`src/shared/pause_gate_pkg.sv`:
```
// shared constants for the pause-trigger gating block
package pause_gate_pkg;
  localparam int CONV_W = 3;            // converter index width
  localparam int CHAN_W = 5;            // scan channel index width
  localparam int NUM_CHAN = 20;         // analog inputs on the widest variant
  localparam int CONV3_EVEN = 0;        // converter for even inputs
  localparam int CONV3_ODD = 1;         // converter for odd inputs
  localparam int CONV3_CJC = 2;         // converter for compensation channels
  localparam int CONV5_COUNT = 5;       // converters on the five-way variant
  localparam int CNT_W = 32;            // edge counter width
  localparam int PT_W = 16;             // pulse phase counter width
  localparam logic [31:0] CNT_RST = 32'h0000_0000;
  localparam logic [15:0] PT_RST = 16'h0000;
  localparam logic [4:0] CHAN_RST = 5'h00;
  localparam logic [15:0] SAMP_RST = 16'h0000;
  typedef enum logic [1:0] {
    VAR_PLAIN,
    VAR_THREE,
    VAR_FIVE
  } conv_var_e;
endpackage : pause_gate_pkg

```
`src/rtl/pause_sync.sv`:
```
// two-flop synchroniser for a pin-level input
module pause_sync (
  input wire logic i_clk,
  input wire logic i_srst,
  input wire logic i_async,
  output logic o_sync
);
  logic meta_r;

  // first flop feeds only the second one
  always_ff @(posedge i_clk) begin
    if (i_srst) begin
      meta_r <= 1'b0;
      o_sync <= 1'b0;
    end else begin
      meta_r <= i_async;
      o_sync <= meta_r;
    end
  end
endmodule : pause_sync

```
`src/rtl/pause_trigger_gating.sv`:
```
// pause-trigger gating of sampling, generation, pulse train and edge counting
// Operation
// output generation halts at once on pause
// internal clock: resume right at release
// external clock: resume at next edge after release; the first edge only clears rearm_r, the second resumes
// sampling also halts, same resume conditions
// pulse train freezes mid-pulse, then resumes
// paused phase is stretched by pause length
// edge counter ignores edges, keeps value
// scan finishes current sample before halting
// three-way: even, odd, compensation converters
// five-way: channel k to converter k mod 5
// paused clock edges start nothing, count nothing
module pause_trigger_gating #(
  parameter int SCAN_LEN = 4,
  parameter logic SAMPLE_HALT_EN = 1'b1
) (
  input wire logic I_CLK,
  input wire logic I_SRST,
  input wire logic i_PAUSE,
  input wire logic i_EXT_SMP_CLK,
  input wire logic i_SRC_INTERNAL,
  input wire logic i_INT_TICK,
  input wire logic i_CTR_SRC,
  input wire logic i_RUN,
  input wire pause_gate_pkg::conv_var_e i_VARIANT,
  input wire logic i_CH_IS_CJC,
  input wire logic [pause_gate_pkg::PT_W-1:0] i_HIGH_TICKS,
  input wire logic [pause_gate_pkg::PT_W-1:0] i_LOW_TICKS,
  output logic o_PAUSED,
  output logic o_AO_UPDATE,
  output logic o_AI_CONVERT,
  output logic [pause_gate_pkg::CHAN_W-1:0] o_AI_CHAN,
  output logic [pause_gate_pkg::CONV_W-1:0] o_AI_CONV,
  output logic o_PULSE,
  output logic [pause_gate_pkg::CNT_W-1:0] o_COUNT,
  output logic [15:0] o_SAMPLES
);
  import pause_gate_pkg::*;

  logic pause_s;
  logic ext_s;
  logic ext_d_r;
  logic ctr_s;
  logic ctr_d_r;
  logic rearm_r;
  logic ext_edge;
  logic ctr_edge;
  logic tick;
  logic go;
  logic scan_busy_r;
  logic [CHAN_W-1:0] chan_r;
  logic [PT_W-1:0] phase_r;
  logic [CHAN_W-1:0] mod5;

  // pins from outside the clock domain get two flops first
  pause_sync u_sync_pause (
    .i_clk(I_CLK),
    .i_srst(I_SRST),
    .i_async(i_PAUSE),
    .o_sync(pause_s)
  );
  pause_sync u_sync_ext (
    .i_clk(I_CLK),
    .i_srst(I_SRST),
    .i_async(i_EXT_SMP_CLK),
    .o_sync(ext_s)
  );
  pause_sync u_sync_ctr (
    .i_clk(I_CLK),
    .i_srst(I_SRST),
    .i_async(i_CTR_SRC),
    .o_sync(ctr_s)
  );

  // rising-edge detectors on synchronised copies
  always_ff @(posedge I_CLK) begin
    if (I_SRST) begin
      ext_d_r <= 1'b0;
      ctr_d_r <= 1'b0;
    end else begin
      ext_d_r <= ext_s;
      ctr_d_r <= ctr_s;
    end
  end
  assign ext_edge = ext_s & ~ext_d_r;
  assign ctr_edge = ctr_s & ~ctr_d_r;

  // sample clock: internal tick enable or external edge
  assign tick = i_SRC_INTERNAL ? i_INT_TICK : ext_edge;

  // external source needs one clock edge after release to re-arm
  always_ff @(posedge I_CLK) begin
    if (I_SRST) begin
      rearm_r <= 1'b0;
    end else if (pause_s && !i_SRC_INTERNAL) begin
      rearm_r <= 1'b1;
    end else if (ext_edge || i_SRC_INTERNAL) begin
      rearm_r <= 1'b0; // internal source resumes at release, see
    end
  end

  // a tick counts only when not paused and not waiting to re-arm
  assign go = i_RUN && tick && !pause_s && !rearm_r;
  assign o_PAUSED = pause_s || rearm_r;

  // output update strobe, registered, so cut one cycle after pause is seen
  always_ff @(posedge I_CLK) begin
    if (I_SRST) begin
      o_AO_UPDATE <= 1'b0;
    end else begin
      o_AO_UPDATE <= go;
    end
  end

  // sample count advances only on accepted ticks
  always_ff @(posedge I_CLK) begin
    if (I_SRST) begin
      o_SAMPLES <= SAMP_RST;
    end else if (go) begin
      o_SAMPLES <= o_SAMPLES + 16'h0001;
    end
  end

  // scan sequencer: once started, a sample runs over channels 1 to SCAN_LEN-1
  // even if pause arrives mid-scan; halting between channels would
  // leave a torn sample in the stream
  always_ff @(posedge I_CLK) begin
    if (I_SRST) begin
      scan_busy_r <= 1'b0;
      chan_r <= CHAN_RST;
      o_AI_CONVERT <= 1'b0;
    end else if (scan_busy_r) begin
      o_AI_CONVERT <= 1'b1;
      if (chan_r == CHAN_W'(SCAN_LEN - 1)) begin
        scan_busy_r <= 1'b0;
        chan_r <= CHAN_RST;
      end else begin
        chan_r <= chan_r + 5'h01;
      end
    end else if (go || (!SAMPLE_HALT_EN && i_RUN && tick)) begin
      o_AI_CONVERT <= 1'b0;
      scan_busy_r <= (SCAN_LEN > 1);
      chan_r <= (SCAN_LEN > 1) ? 5'h01 : CHAN_RST;
    end else begin
      o_AI_CONVERT <= 1'b0;
    end
  end

  // converter selection per variant
  assign mod5 = chan_r % CHAN_W'(CONV5_COUNT);
  always_ff @(posedge I_CLK) begin
    if (I_SRST) begin
      o_AI_CHAN <= CHAN_RST;
      o_AI_CONV <= 3'h0;
    end else begin
      o_AI_CHAN <= chan_r;
      unique case (i_VARIANT)
        VAR_THREE: begin
          if (i_CH_IS_CJC) begin
            o_AI_CONV <= CONV_W'(CONV3_CJC);
          end else if (chan_r[0]) begin
            o_AI_CONV <= CONV_W'(CONV3_ODD);
          end else begin
            o_AI_CONV <= CONV_W'(CONV3_EVEN);
          end
        end
        VAR_FIVE: begin
          o_AI_CONV <= mod5[CONV_W-1:0];
        end
        default: begin
          o_AI_CONV <= 3'h0; // single shared converter
        end
      endcase
    end
  end

  // pulse train: phase counter frozen while paused, so the phase in
  // progress simply lasts longer by the pause length
  always_ff @(posedge I_CLK) begin
    if (I_SRST || !i_RUN) begin
      o_PULSE <= 1'b0;
      phase_r <= PT_RST;
    end else if (!pause_s) begin
      if (phase_r >= (o_PULSE ? i_HIGH_TICKS : i_LOW_TICKS)) begin
        o_PULSE <= ~o_PULSE;
        phase_r <= PT_RST;
      end else begin
        phase_r <= phase_r + 16'h0001;
      end
    end
  end

  // nonbuffered edge counter holds value across a pause
  always_ff @(posedge I_CLK) begin
    if (I_SRST) begin
      o_COUNT <= CNT_RST;
    end else if (i_RUN && ctr_edge && !pause_s) begin
      o_COUNT <= o_COUNT + 32'h0000_0001;
    end
  end
endmodule : pause_trigger_gating

```
`config.mk`:
```
export PLATFORM = sky130hd
export DESIGN_NAME = pause_trigger_gating
export DESIGN_NICKNAME = d
export VERILOG_FILES = /design/src/shared/pause_gate_pkg.sv /design/src/rtl/pause_sync.sv /design/src/rtl/pause_trigger_gating.sv
export SDC_FILE = /design/constraint.sdc
export NUM_CORES = 1
export LEC_CHECK = 0
export BUFFER_PORTS_ARGS = -buffer_cell sky130_fd_sc_hd__buf_2
export CORE_UTILIZATION = 40
export DETAILED_ROUTE_END_ITERATION = 6
export RECOVER_POWER = 25
export SYNTH_ARGS = -nofsm -noshare
export SYNTH_HDL_FRONTEND = slang
export SYNTH_SLANG_ARGS = --single-unit
```
`constraint.sdc`:
```
create_clock -name I_CLK -period 9 [get_ports I_CLK]
set_clock_uncertainty 0.2 [all_clocks]
set_input_delay 1.35 -clock I_CLK [delete_from_list [all_inputs] [get_ports I_CLK]]
set_output_delay 1.35 -clock I_CLK [all_outputs]
set_load 0.01 [all_outputs]
```
Word-level counts from Yosys, hierarchy flattened
Index checks and enable logic that the tools add are counted.
- flip-flop bits (word level): 90
- input bits: 43
- output and inout bits: 60
- add/subtract/negate cells: 4
- divide/modulo/power cells: 1
- magnitude comparators: 1
- eq/ne operators: 3
- multiplexer cells: 15
- bitwise operators: 6
- reductions and logical operators: 16
- operators with widths (cell ; number):
    16-bit by 1-bit adder with 16-bit output, second input constant ; 2
    32-bit by 1-bit adder with 32-bit output, second input constant ; 1
    16-bit two-way mux ; 2
    16-bit >= comparator ; 1
    5-bit two-way mux ; 3
    1-bit two-way mux ; 8
    1-bit logical AND ; 6
    3-bit one-hot mux with 2 select lines ; 1
    5-bit by 1-bit adder with 5-bit output, second input constant ; 1
    5-bit by 2-bit equality test with 1-bit output, second input constant ; 1
    5-bit by 3-bit modulo with 5-bit output, second input constant ; 1
    1-bit zero test ; 4
    1-bit NOT ; 4
    2-bit nonzero test ; 2
    1-bit logical OR ; 3
    1-bit AND ; 2
    2-bit by 1-bit equality test with 1-bit output, second input constant ; 1
    2-bit equality test, second input constant ; 1
    2-bit two-way mux ; 1
    2-bit AND reduction ; 1

Depth between registers and ports, before layout
Gate-level depths: netlist (run 1).
- word-level depth: 8
- gate-level depth with buffers: 15

Hierarchy
Synthesis (run 1) repeated with hierarchy kept, for this count alone.
- cells, all modules: 517
- area, all modules: 4549.4 µm²
- by module, submodules not included (module ; instances ; cells an instance ; area each (µm²) ; sequential area each (µm²)):
    pause_trigger_gating ; 1 ; 505 ; 4391.7 ; 1681.6
    pause_sync ; 3 ; 4 ; 52.6 ; 40.0

Worst setup path after synthesis (run 1)
OpenSTA, ideal clock, no wires.
- path type: input to register
- start: in i_HIGH_TICKS[7] (netlist name)
- end: reg phase_r[10]
- library setup time: 65 ps
- arrival time: 3000 ps
- required time: 8735 ps
- path slack: 5735 ps
- stages on the path: 9
- path buffers: 1
- cells stage by stage: mux2i_1 > ha_1 > a211oi_1 > a211oi_1 > a2111oi_0 > a21boi_2 > o21bai_1 > clkbuf_1 > nor2_1
- word-level cells in the longest chain between the ends: 3
- ends and longest elaborated chain (element ; RTL line ; RTL):
    start, declared ; pause_trigger_gating.sv:28 ; input wire logic [pause_gate_pkg::PT_W-1:0] i_HIGH_TICKS,
    16-bit two-way mux ; pause_trigger_gating.sv:185 ; if (phase_r >= (o_PULSE ? i_HIGH_TICKS : i_LOW_TICKS)) begin
    16-bit >= comparator ; pause_trigger_gating.sv:185 ;
    16-bit two-way mux ; pause_trigger_gating.sv:185 ;
    end signal, assigned ; pause_trigger_gating.sv:189 ; phase_r <= phase_r + 16'h0001;
    end, declared ; pause_trigger_gating.sv:53 ; logic [PT_W-1:0] phase_r;
No other way between the ends.
A chain may end at the register's enable or synchronous reset.

Final worst setup path (run 1)
- start: in I_SRST
- end: reg phase_r[2]
- word-level cells in the longest chain between the ends: 1
- ends and longest elaborated chain (element ; RTL line ; RTL):
    start, declared ; pause_trigger_gating.sv:19 ; input wire logic I_SRST,
    1-bit logical OR ; pause_trigger_gating.sv:181 ; if (I_SRST || !i_RUN) begin
No other way between the ends.

==> results.py, run 1 <==
metrics = {
    "sta": {
        "maxSlewViolCount": 75,
        "fmax_mhz": 211,
        "fin_crit_ps": 4740,
        "fin_hold_ws_ps": 243,
        "setup_viol": 0,
        "setup_ws_ps": 4260,
        "finalHoldViolCount": 0,
        "worst_pin_slew_ps": 3300,
        "min_period_over_period_pct": 52.7,
        "rsz0062_at_grt": "no",
        "slew_headroom_pct": -120,
        "final.setup.tns_ps": 0,
    },
    "logic_synthesis": {
        "synth_edf_count": 0,
        "synth_area_leaders": "dfxtp_1 39%, ha_1 7.9%, nor2_1 5.7%",
        "ys.flop_type": "dfxtp_1",
        "async_flop_share_pct": 0,
        "yosys_warnings": 0,
        "synth_top_area_share_pct": 39.5,
        "syn_nets": 593,
        "synth_area_leader_cell": "dfxtp_1",
        "ys_seq_area_share_pct": 39.5,
        "synthCells": 521,
        "ys_seq_elements": 90,
        "syn_area_sq_um": 4570,
        "yosysUniqueCellTypes": 54,
        "avgSynthCellArea_sq_um": 8.77,
    },
    "grt": {
        "grt_pass1_wl_microns": 16300,
        "grt_pass1_vias": 3625,
        "grt_use_total_pct": 17.1,
        "antenna_found_initial": 0,
        "overflow": 0,
        "grt_max_degree": 75,
    },
    "placement": {
        "pre_cts_ws_ps": 5170,
        "dp_hpwl_microns": 7120,
        "gp_congestion": 0.858,
        "dp_cells": 742,
        "io_buffers": 102,
    },
    "worst_hold_path": {
        "hp-start": "u_sync_ctr.meta_r",
        "hold_class": "reg -> reg",
        "worstHoldEndpoint": "u_sync_ctr.o_sync",
        "whs_path_depth": 1,
    },
    "layout": {
        "final_cell_mix": "90 x dfxtp_1, 84 x buf_2, 69 x nor2_1",
        "area_growth_pct": 19.3,
        "instances_no_fill": 758,
        "n_antenna_cell": 0,
        "final_common_cell": "dfxtp_1",
        "drive_above_1_share_pct": 18.0,
        "fillers": 1071,
        "final_nets": 685,
    },
    "worst_setup_path": {
        "crit_family": "buffers and inverters",
        "endpoint_kind": "flop",
        "crit_chain": "buf_2 -> clkbuf_1 -> nand2b_1 -> o21bai_1 -> nor2_1",
        "critPathMaxStageDelay_ps": 2320,
        "reg2reg_depth": 13,
        "crit_fanout": 74,
        "required_ps": 8990,
        "slowest_stage": "clkbuf_1",
        "start_kind": "primary input",
        "reg2reg_from": "chan_r[2]",
        "worstPathArrival_ps": 4730,
        "r2r_end": "o_AI_CONV[0]",
        "rrSetupSlack_ps": 5270,
        "crit_type": "in -> reg",
        "worst-path-buf-inv": 2,
    },
    "power_and_ir_drop": {
        "p_switching_uw": 183,
        "seq_power_share_pct": 47.7,
        "clock_power_share_pct": 47.3,
        "p_int_uw": 672,
        "ir_drop_v": 0.0000884,
        "swShare_pct": 21.4,
        "p_per_area_nw_per_um2": 157,
        "pwr-share-comb_pct": 5.1,
        "leakage_uw": 0.00218,
    },
    "job": {
        "maxCapViolCount": 1,
    },
    "clock_network": {
        "cts_resized": 0,
        "cts_tree": "built",
        "cts_hold_buffers": 0,
        "cts_buffers": 9,
        "insertion_delay_ps": 340,
        "cts.clk_slew.worst_paths_ps": 60,
        "htreeDepth": 3,
        "cts_sinks": 90,
        "clock_path_buffers": 2,
        "cts_root_buffer": "clkbuf_16",
        "postCtsSetupBuffers": 0,
    },
    "detailed_routing": {
        "drc": 0,
        "via_per_inst": 5.18,
        "first_pass_iters": 4,
        "routed_wl_microns": 9820,
        "drt-initial-drc-count": 133,
        "routedWlPerCell_microns": 13.0,
        "vias": 3924,
        "ant_nets": 0,
    },
    "floorplan": {
        "start_util_pct": 41.6,
        "die_x_microns": 109,
        "rows": 38,
        "dieArea_sq_um": 11800,
        "io_pins": 103,
        "die_y_microns": 109,
        "core_area_sq_um": 11000,
    },
    "status": {
        "outcome": "finished, violations left",
        "violations": "capacitance limit, slew limit",
    },
}
==> per-layer routing <==
metal	routed length (microns)	up-vias	part of all wire, %	global-route usage (%)
met3	528	11	5.4	3.47
met4	158	0	1.6	7.92
met5	0	-	0	0
met1	4900	1824	50	22.1
li1	-	1998	-	-
met2	4230	91	43	27.4
==> sequential cells by signal, summed over array words and instances, names as in the netlist <==
register / flops
chan_r: 5
ctr_d_r: 1
ext_d_r: 1
o_AI_CHAN: 5
o_AI_CONV: 3
o_AI_CONVERT: 1
o_AO_UPDATE: 1
o_COUNT: 32
o_PULSE: 1
o_SAMPLES: 16
phase_r: 16
rearm_r: 1
scan_busy_r: 1
u_sync_ctr.meta_r: 1
u_sync_ctr.o_sync: 1
u_sync_ext.meta_r: 1
u_sync_ext.o_sync: 1
u_sync_pause.meta_r: 1
u_sync_pause.o_sync: 1
==> area by class of cell <==
cell class / count / area (sq um) / area share, %
Multi-Input combinational cell: 389 / 2580 / 47.4
Sequential cell: 90 / 1800 / 33.1
Timing Repair Buffer: 103 / 492 / 9.02
Clock buffer: 11 / 243 / 4.45
Tap cell: 140 / 175 / 3.21
Clock inverter: 5 / 77.6 / 1.42
Inverter: 20 / 75.1 / 1.38
==> cells by family (layout without fill, tap and decap cells) <==
family	count (synthesis)	in the layout	share of synthesized area, %
DFF	90	90	39.5
xor gates and xnor gates	47	47	9.01
AOI/OAI and AO/OA	85	85	11.3
muxes	18	18	3.97
adders and majority gates	29	29	7.95
and+or+nand+nor	210	210	24.4
buffers and inverters	42	139	3.94
==> power groups by stage <==
stage	Combinational (uW)	Clock, uW	Sequential, uW
2_1_floorplan	26.7	0	415
3_3_place_gp	43.1	0	416
3_5_place_dp	44.0	0	416
4_1_cts	44.2	414	407
5_1_grt	49.4	429	407
6_report	43.2	404	407
==> synth_stat cells (5+ instances only) <==
cell type and n:
xnor2_1 24, and3_1 10, a21oi_1 32, nand2_1 31
clkbuf_1 12, inv_1 19, nor2_1 69, o21ai_0 26
and4_1 7, xor2_1 23, a211oi_1 5, dfxtp_1 90
buf_2 6, nand4_1 14, mux2i_1 17, nor2b_1 13
nand3_1 20, nor3_1 5, ha_1 29, or3_1 17
==> metrics by stage <==
| step | util, % | instance area, sq um | total power (uW) |
|---|---|---|---|
| after global routing | 49.6 | 5450 | 886 |
| final | 49.6 | 5450 | 854 |
| after global placement | 46.9 | 5150 | 459 |
| after detailed placement | 46.9 | 5150 | 460 |
| after CTS | 49.9 | 5480 | 865 |
| after floorplan | - | 4570 | 442 |
==> worst max-delay path by stage <==
stage | start | end | cells after the start | slack, ps
after floorplan | i_HIGH_TICKS[7] | phase_r[10] | 9 | 5740
after CTS | chan_r[2] | o_AI_CONV[0] | 13 | 5340
after global routing | I_SRST | phase_r[6] | 5 | 3860
after global placement | i_HIGH_TICKS[0] | phase_r[13] | 9 | 5270
final | I_SRST | phase_r[2] | 5 | 4260
after detailed placement | i_HIGH_TICKS[10] | phase_r[10] | 9 | 5170
(Power assumes the default switching activity.)
==> run 2, diff against run 1 <==
ABC_AREA = 1   (was not set)
clock period = 3.99 ns   (was 9 ns; I/O delays follow)
==> results.py, run 2 <==
metrics = {
    "layout": {
        "final_common_cell": "nand2_1",
        "n_antenna_cell": 0,
        "area_growth_pct": 20.3,
        "top_regs": "o_COUNT (32), o_SAMPLES (16), phase_r (16)",
        "drive_above_1_share_pct": 15.5,
        "final_nets": 798,
        "top_register": "o_COUNT",
        "final_cell_mix": "94 x nand2_1, 92 x inv_1, 90 x dfxtp_1",
        "largest_register_ffs": 32,
        "utilization_pct": 49.3,
    },
    "sta": {
        "finalHoldViolCount": 0,
        "worst_pin_slew_ps": 1150,
        "final.setup.tns_ps": 0,
        "maxSlewViolCount": 0,
        "rsz0062_at_grt": "no",
        "setup_viol": 0,
        "fin_crit_ps": 3030,
        "setup_ws_ps": 963,
        "fmax_mhz": 330,
        "slew_headroom_pct": 23.3,
        "min_period_over_period_pct": 75.9,
    },
    "grt": {
        "grt_use_total_pct": 17.9,
        "grt_max_degree": 27,
        "grt_pass1_vias": 3865,
        "antenna_found_initial": 0,
        "grt_pass1_wl_microns": 17000,
        "overflow": 0,
    },
    "status": {
        "outcome": "finished clean",
    },
    "placement": {
        "pre_cts_ws_ps": 974,
        "dp_hpwl_microns": 7930,
        "io_buffers": 102,
        "gp_congestion": 0.812,
    },
    "detailed_routing": {
        "drc": 0,
        "ant_nets": 0,
        "via_per_inst": 4.96,
        "routed_wl_microns": 10500,
        "drt-initial-drc-count": 186,
        "routedWlPerCell_microns": 12.0,
        "vias": 4338,
        "first_pass_iters": 5,
    },
    "clock_network": {
        "cts_resized": 0,
        "clock_path_buffers": 2,
        "postCtsSetupBuffers": 0,
        "insertion_delay_ps": 340,
        "cts_sinks": 90,
        "cts_hold_buffers": 0,
        "htreeDepth": 3,
        "cts_buffers": 9,
        "cts_tree": "built",
        "cts_root_buffer": "clkbuf_16",
        "cts.clk_slew.worst_paths_ps": 70,
    },
    "logic_synthesis": {
        "synth_area_leaders": "dfxtp_1 39%, ha_1 7.8%, nand2_1 7.6%",
        "synthCells": 622,
        "syn_area_sq_um": 4660,
        "async_flop_share_pct": 0,
        "synth_top_area_share_pct": 38.7,
        "avgSynthCellArea_sq_um": 7.49,
        "synth_area_leader_cell": "dfxtp_1",
        "ys_seq_area_share_pct": 38.7,
        "synth_edf_count": 0,
        "yosys-top-cells-count": "94 x nand2_1, 92 x inv_1, 90 x dfxtp_1, 88 x nor2_1, 38 x a21oi_1",
        "yosys_warnings": 0,
        "syn_nets": 694,
        "yosysMostFrequentCell": "nand2_1",
        "yosysUniqueCellTypes": 35,
        "ys.flop_type": "dfxtp_1",
        "ys_seq_elements": 90,
    },
    "worst_setup_path": {
        "worstPathArrival_ps": 3030,
        "crit_fanout": 19,
        "required_ps": 3990,
        "start_kind": "flop",
        "crit_type": "reg -> reg",
        "endpoint_kind": "flop",
        "rrSetupSlack_ps": 960,
    },
    "power_and_ir_drop": {
        "leakage_uw": 0.00243,
        "ir_drop_v": 0.000228,
        "p_per_area_nw_per_um2": 347,
    },
    "worst_hold_path": {
        "hold_class": "reg -> reg",
    },
    "floorplan": {
        "die_x_microns": 110,
        "io_pins": 103,
        "rows": 39,
        "core_area_sq_um": 11400,
        "die_y_microns": 110,
        "start_util_pct": 41.0,
        "dieArea_sq_um": 12100,
    },
    "job": {
        "maxCapViolCount": 0,
    },
}
## run 2: cell types whose count changed after synthesis, sizes merged, moves of 12 or more
cell / before / now
inv: 20 / 93
nand3: 20 / 32
or3: 17 / 0
nor2b: 13 / 0
nor2: 69 / 91
nand2: 31 / 96
nor3: 6 / 22
xnor2: 24 / 4
## run 2: critical path, cell delays in order, from the launching register on
cell	delay, ps
dfxtp_1	940
mux2i_1	210
ha_1	350
nand2_1	70
inv_1	50
nand3_1	80
nor3_1	210
nand3_1	100
nand3_1	130
nand2_1	70
nand2_1	360
nor3_1	110
## run 2: metrics by stage
stage / total power (uW) / area (sq um) / hold WS [ps] / instances
floorplan: 1010 / 4660 / 188 / 622
global placement: 1060 / 5320 / 190 / 858
detailed placement: 1060 / 5320 / 198 / 858
CTS: 1970 / 5640 / 206 / 874
global route: 2020 / 5600 / 234 / 874
finish: 1950 / 5600 / 201 / 874
## run 2: where the power goes
| part | leakage, uW | switching, uW | internal [uW] |
|---|---|---|---|
| sequential | 0.000728 | 10.3 | 910 |
| combinational | 0.00155 | 69.4 | 46.3 |
| clock | 0.000156 | 347 | 564 |
| total | 0.00243 | 426 | 1520 |
## run 2: layout make-up
| type | instances | area [sq um] |
|---|---|---|
| clock buffers | 11 | 243 |
| clock inverters | 5 | 77.6 |
| fillers | 1145 | 5770 |
| inverters | 94 | 354 |
| multi-input cells | 428 | 2460 |
| flip-flops and latches | 90 | 1800 |
| well taps | 143 | 179 |
| repair buffers | 103 | 485 |
## run 2: path summary, 6_finish.rpt
path                startpoint                end  depth (start not counted)
max                    o_PULSE         phase_r[2]                         11
min          u_sync_ext.meta_r  u_sync_ext.o_sync                          2
max reg2reg            o_PULSE         phase_r[2]                         11
min reg2reg  u_sync_ext.meta_r  u_sync_ext.o_sync                          2
## run 2: cell families (layout without fill, tap and decap cells)
group	after synthesis	count (layout)	share of synthesized area [%]
and+or+nand+nor	274	274	27.3
buffers and inverters	104	213	8.41
DFF	90	90	38.7
AOI/OAI and AO/OA	86	86	9.99
adders and majority gates	29	29	7.79
xor gates and xnor gates	22	22	4.14
muxes	17	17	3.68
## run 2: routing by layer
layer,part of all wire [%],track usage (%),up-vias
met1,49,23.1,1973
met5,0,0,-
met2,44,29.0,103
met4,1.6,7.71,0
met3,5.4,3.26,13
li1,-,-,2249
==> run 3, diff against run 2 <==
clock period = 2.9 ns   (was 3.99 ns; I/O delays follow)
==> results.py, run 3 (synthesis results as in run 2) <==
metrics = {
    "status": {
        "outcome": "finished clean",
    },
    "sta": {
        "fin_crit_ps": 2560,
        "worst_pin_slew_ps": 1100,
        "final.setup.tns_ps": 0,
        "maxSlewViolCount": 0,
        "fmax_mhz": 391,
        "slew_headroom_pct": 26.8,
        "min_period_over_period_pct": 88.3,
        "setup_viol": 0,
        "setup_ws_ps": 339,
        "finalHoldViolCount": 0,
        "rsz0062_at_grt": "no",
    },
    "worst_setup_path": {
        "crit_type": "reg -> reg",
        "required_ps": 2960,
        "reg2reg_from": "chan_r[0]",
        "r2r_end": "o_AI_CONV[0]",
        "endpoint_kind": "flop",
        "worstPathArrival_ps": 2620,
        "reg2reg_depth": 20,
        "start_kind": "flop",
        "crit_fanout": 8,
        "rrSetupSlack_ps": 340,
        "crit_start": "chan_r[0]",
    },
    "layout": {
        "drive_above_1_share_pct": 16.5,
        "n_antenna_cell": 0,
        "fillers": 1138,
        "area_growth_pct": 21.0,
        "largest_register_ffs": 32,
        "final_cell_mix": "94 x nand2_1, 91 x inv_1, 88 x nor2_1",
        "multi_input_area_sq_um": 2460,
        "final_nets": 801,
        "utilization_pct": 49.5,
        "final_common_cell": "nand2_1",
        "top_register": "o_COUNT",
        "seqCellArea_sq_um": 1810,
        "top_regs": "o_COUNT (32), o_SAMPLES (16), phase_r (16)",
    },
    "worst_hold_path": {
        "hp-start": "i_EXT_SMP_CLK",
        "worstHoldEndpoint": "u_sync_ext.meta_r",
        "whs_path_depth": 3,
        "hold_class": "in -> reg",
    },
    "grt": {
        "antenna_found_initial": 0,
        "grt_pass1_wl_microns": 17300,
        "grt_pass1_vias": 3972,
        "grt_max_degree": 27,
        "overflow": 0,
        "grt_use_total_pct": 18.0,
    },
    "clock_network": {
        "postCtsSetupBuffers": 0,
        "cts_root_buffer": "clkbuf_16",
        "cts_buffers": 9,
        "clock_path_buffers": 2,
        "cts.clk_slew.worst_paths_ps": 60,
        "cts_tree": "built",
        "insertion_delay_ps": 330,
        "cts_sinks": 90,
        "htreeDepth": 3,
    },
    "power_and_ir_drop": {
        "ir_drop_v": 0.000240,
        "p_per_area_nw_per_um2": 464,
        "p_int_uw": 2030,
        "pwr-share-comb_pct": 6.1,
        "clock_power_share_pct": 45.4,
        "seq_power_share_pct": 48.5,
        "leakage_uw": 0.00244,
        "swShare_pct": 22.2,
        "p_switching_uw": 581,
    },
    "detailed_routing": {
        "ant_nets": 0,
        "routedWlPerCell_microns": 11.9,
        "drc": 0,
        "vias": 4311,
        "via_per_inst": 4.92,
        "routed_wl_microns": 10400,
        "drt-initial-drc-count": 141,
        "first_pass_iters": 4,
    },
    "placement": {
        "pre_cts_ws_ps": 195,
        "dp_hpwl_microns": 7930,
        "io_buffers": 102,
        "gp_congestion": 0.820,
    },
    "floorplan": {
        "core_area_sq_um": 11400,
        "dieArea_sq_um": 12100,
        "rows": 39,
        "die_y_microns": 110,
        "die_x_microns": 110,
        "start_util_pct": 41.0,
        "io_pins": 103,
    },
    "job": {
        "maxCapViolCount": 0,
    },
}
run 3: worst max-delay path: stages (launching register included):
cell,delay (ps)
dfxtp_2,400
inv_2,90
ha_1,200
nand2_1,70
nand2_1,90
nand2_1,100
nand2_1,60
o21ai_1,100
nand2_1,110
nand2_1,80
nand2_1,60
nand2_1,60
inv_1,60
ha_1,170
nor2_1,80
nand3_1,80
nand2_1,100
nand2_1,100
nand2_1,80
nand3_1,60
a21oi_1,130
run 3: through the flow:
stage / hold slack, ps / instances / power, uW / instance area [sq um]
after floorplan: 188 / 622 / 1390 / 4660
after global placement: 190 / 861 / 1450 / 5350
after detailed placement: 197 / 861 / 1460 / 5350
after CTS: 92.9 / 877 / 2650 / 5660
after global routing: 109 / 877 / 2720 / 5630
final: 106 / 877 / 2610 / 5630
run 3: what timing repair did:
item,in CTS,in global routing
hold buffers,0,0
gates resized for setup,0,7
endpoints found under the setup margin,0,3
run 3: how the worst max path moves through the flow:
stage	to	slack, ps	cells after the start
floorplan	phase_r[15]	120	14
global route	o_AI_CONV[1]	10	20
CTS	o_AI_CONV[0]	170	20
finish	o_AI_CONV[0]	340	20
global placement	o_AI_CONV[0]	330	20
detailed placement	o_AI_CONV[0]	190	20
run 3: layout make-up:
type,instances,area share [%]
multi-input combinational,428,43.7
inverter,94,6.29
timing repair buffer,106,9.24
tap,143,3.18
clock buffer,12,4.55
sequential,90,32.1
clock inverter,4,0.888
run 3: power groups by stage:
stage	Sequential [uW]	Combinational (uW)	Clock, uW
finish	1270	160	1190
global route	1270	186	1270
CTS	1270	164	1220
detailed placement	1290	164	0
global placement	1290	159	0
floorplan	1290	96.6	0
run 3: per-layer routing:
layer	GRT usage, %	vias to the layer above	wire, microns
met4	5.71	0	97
met1	22.3	1965	4920
met2	30.7	87	4900
met5	0	-	0
met3	4.21	7	513
li1	-	2252	-
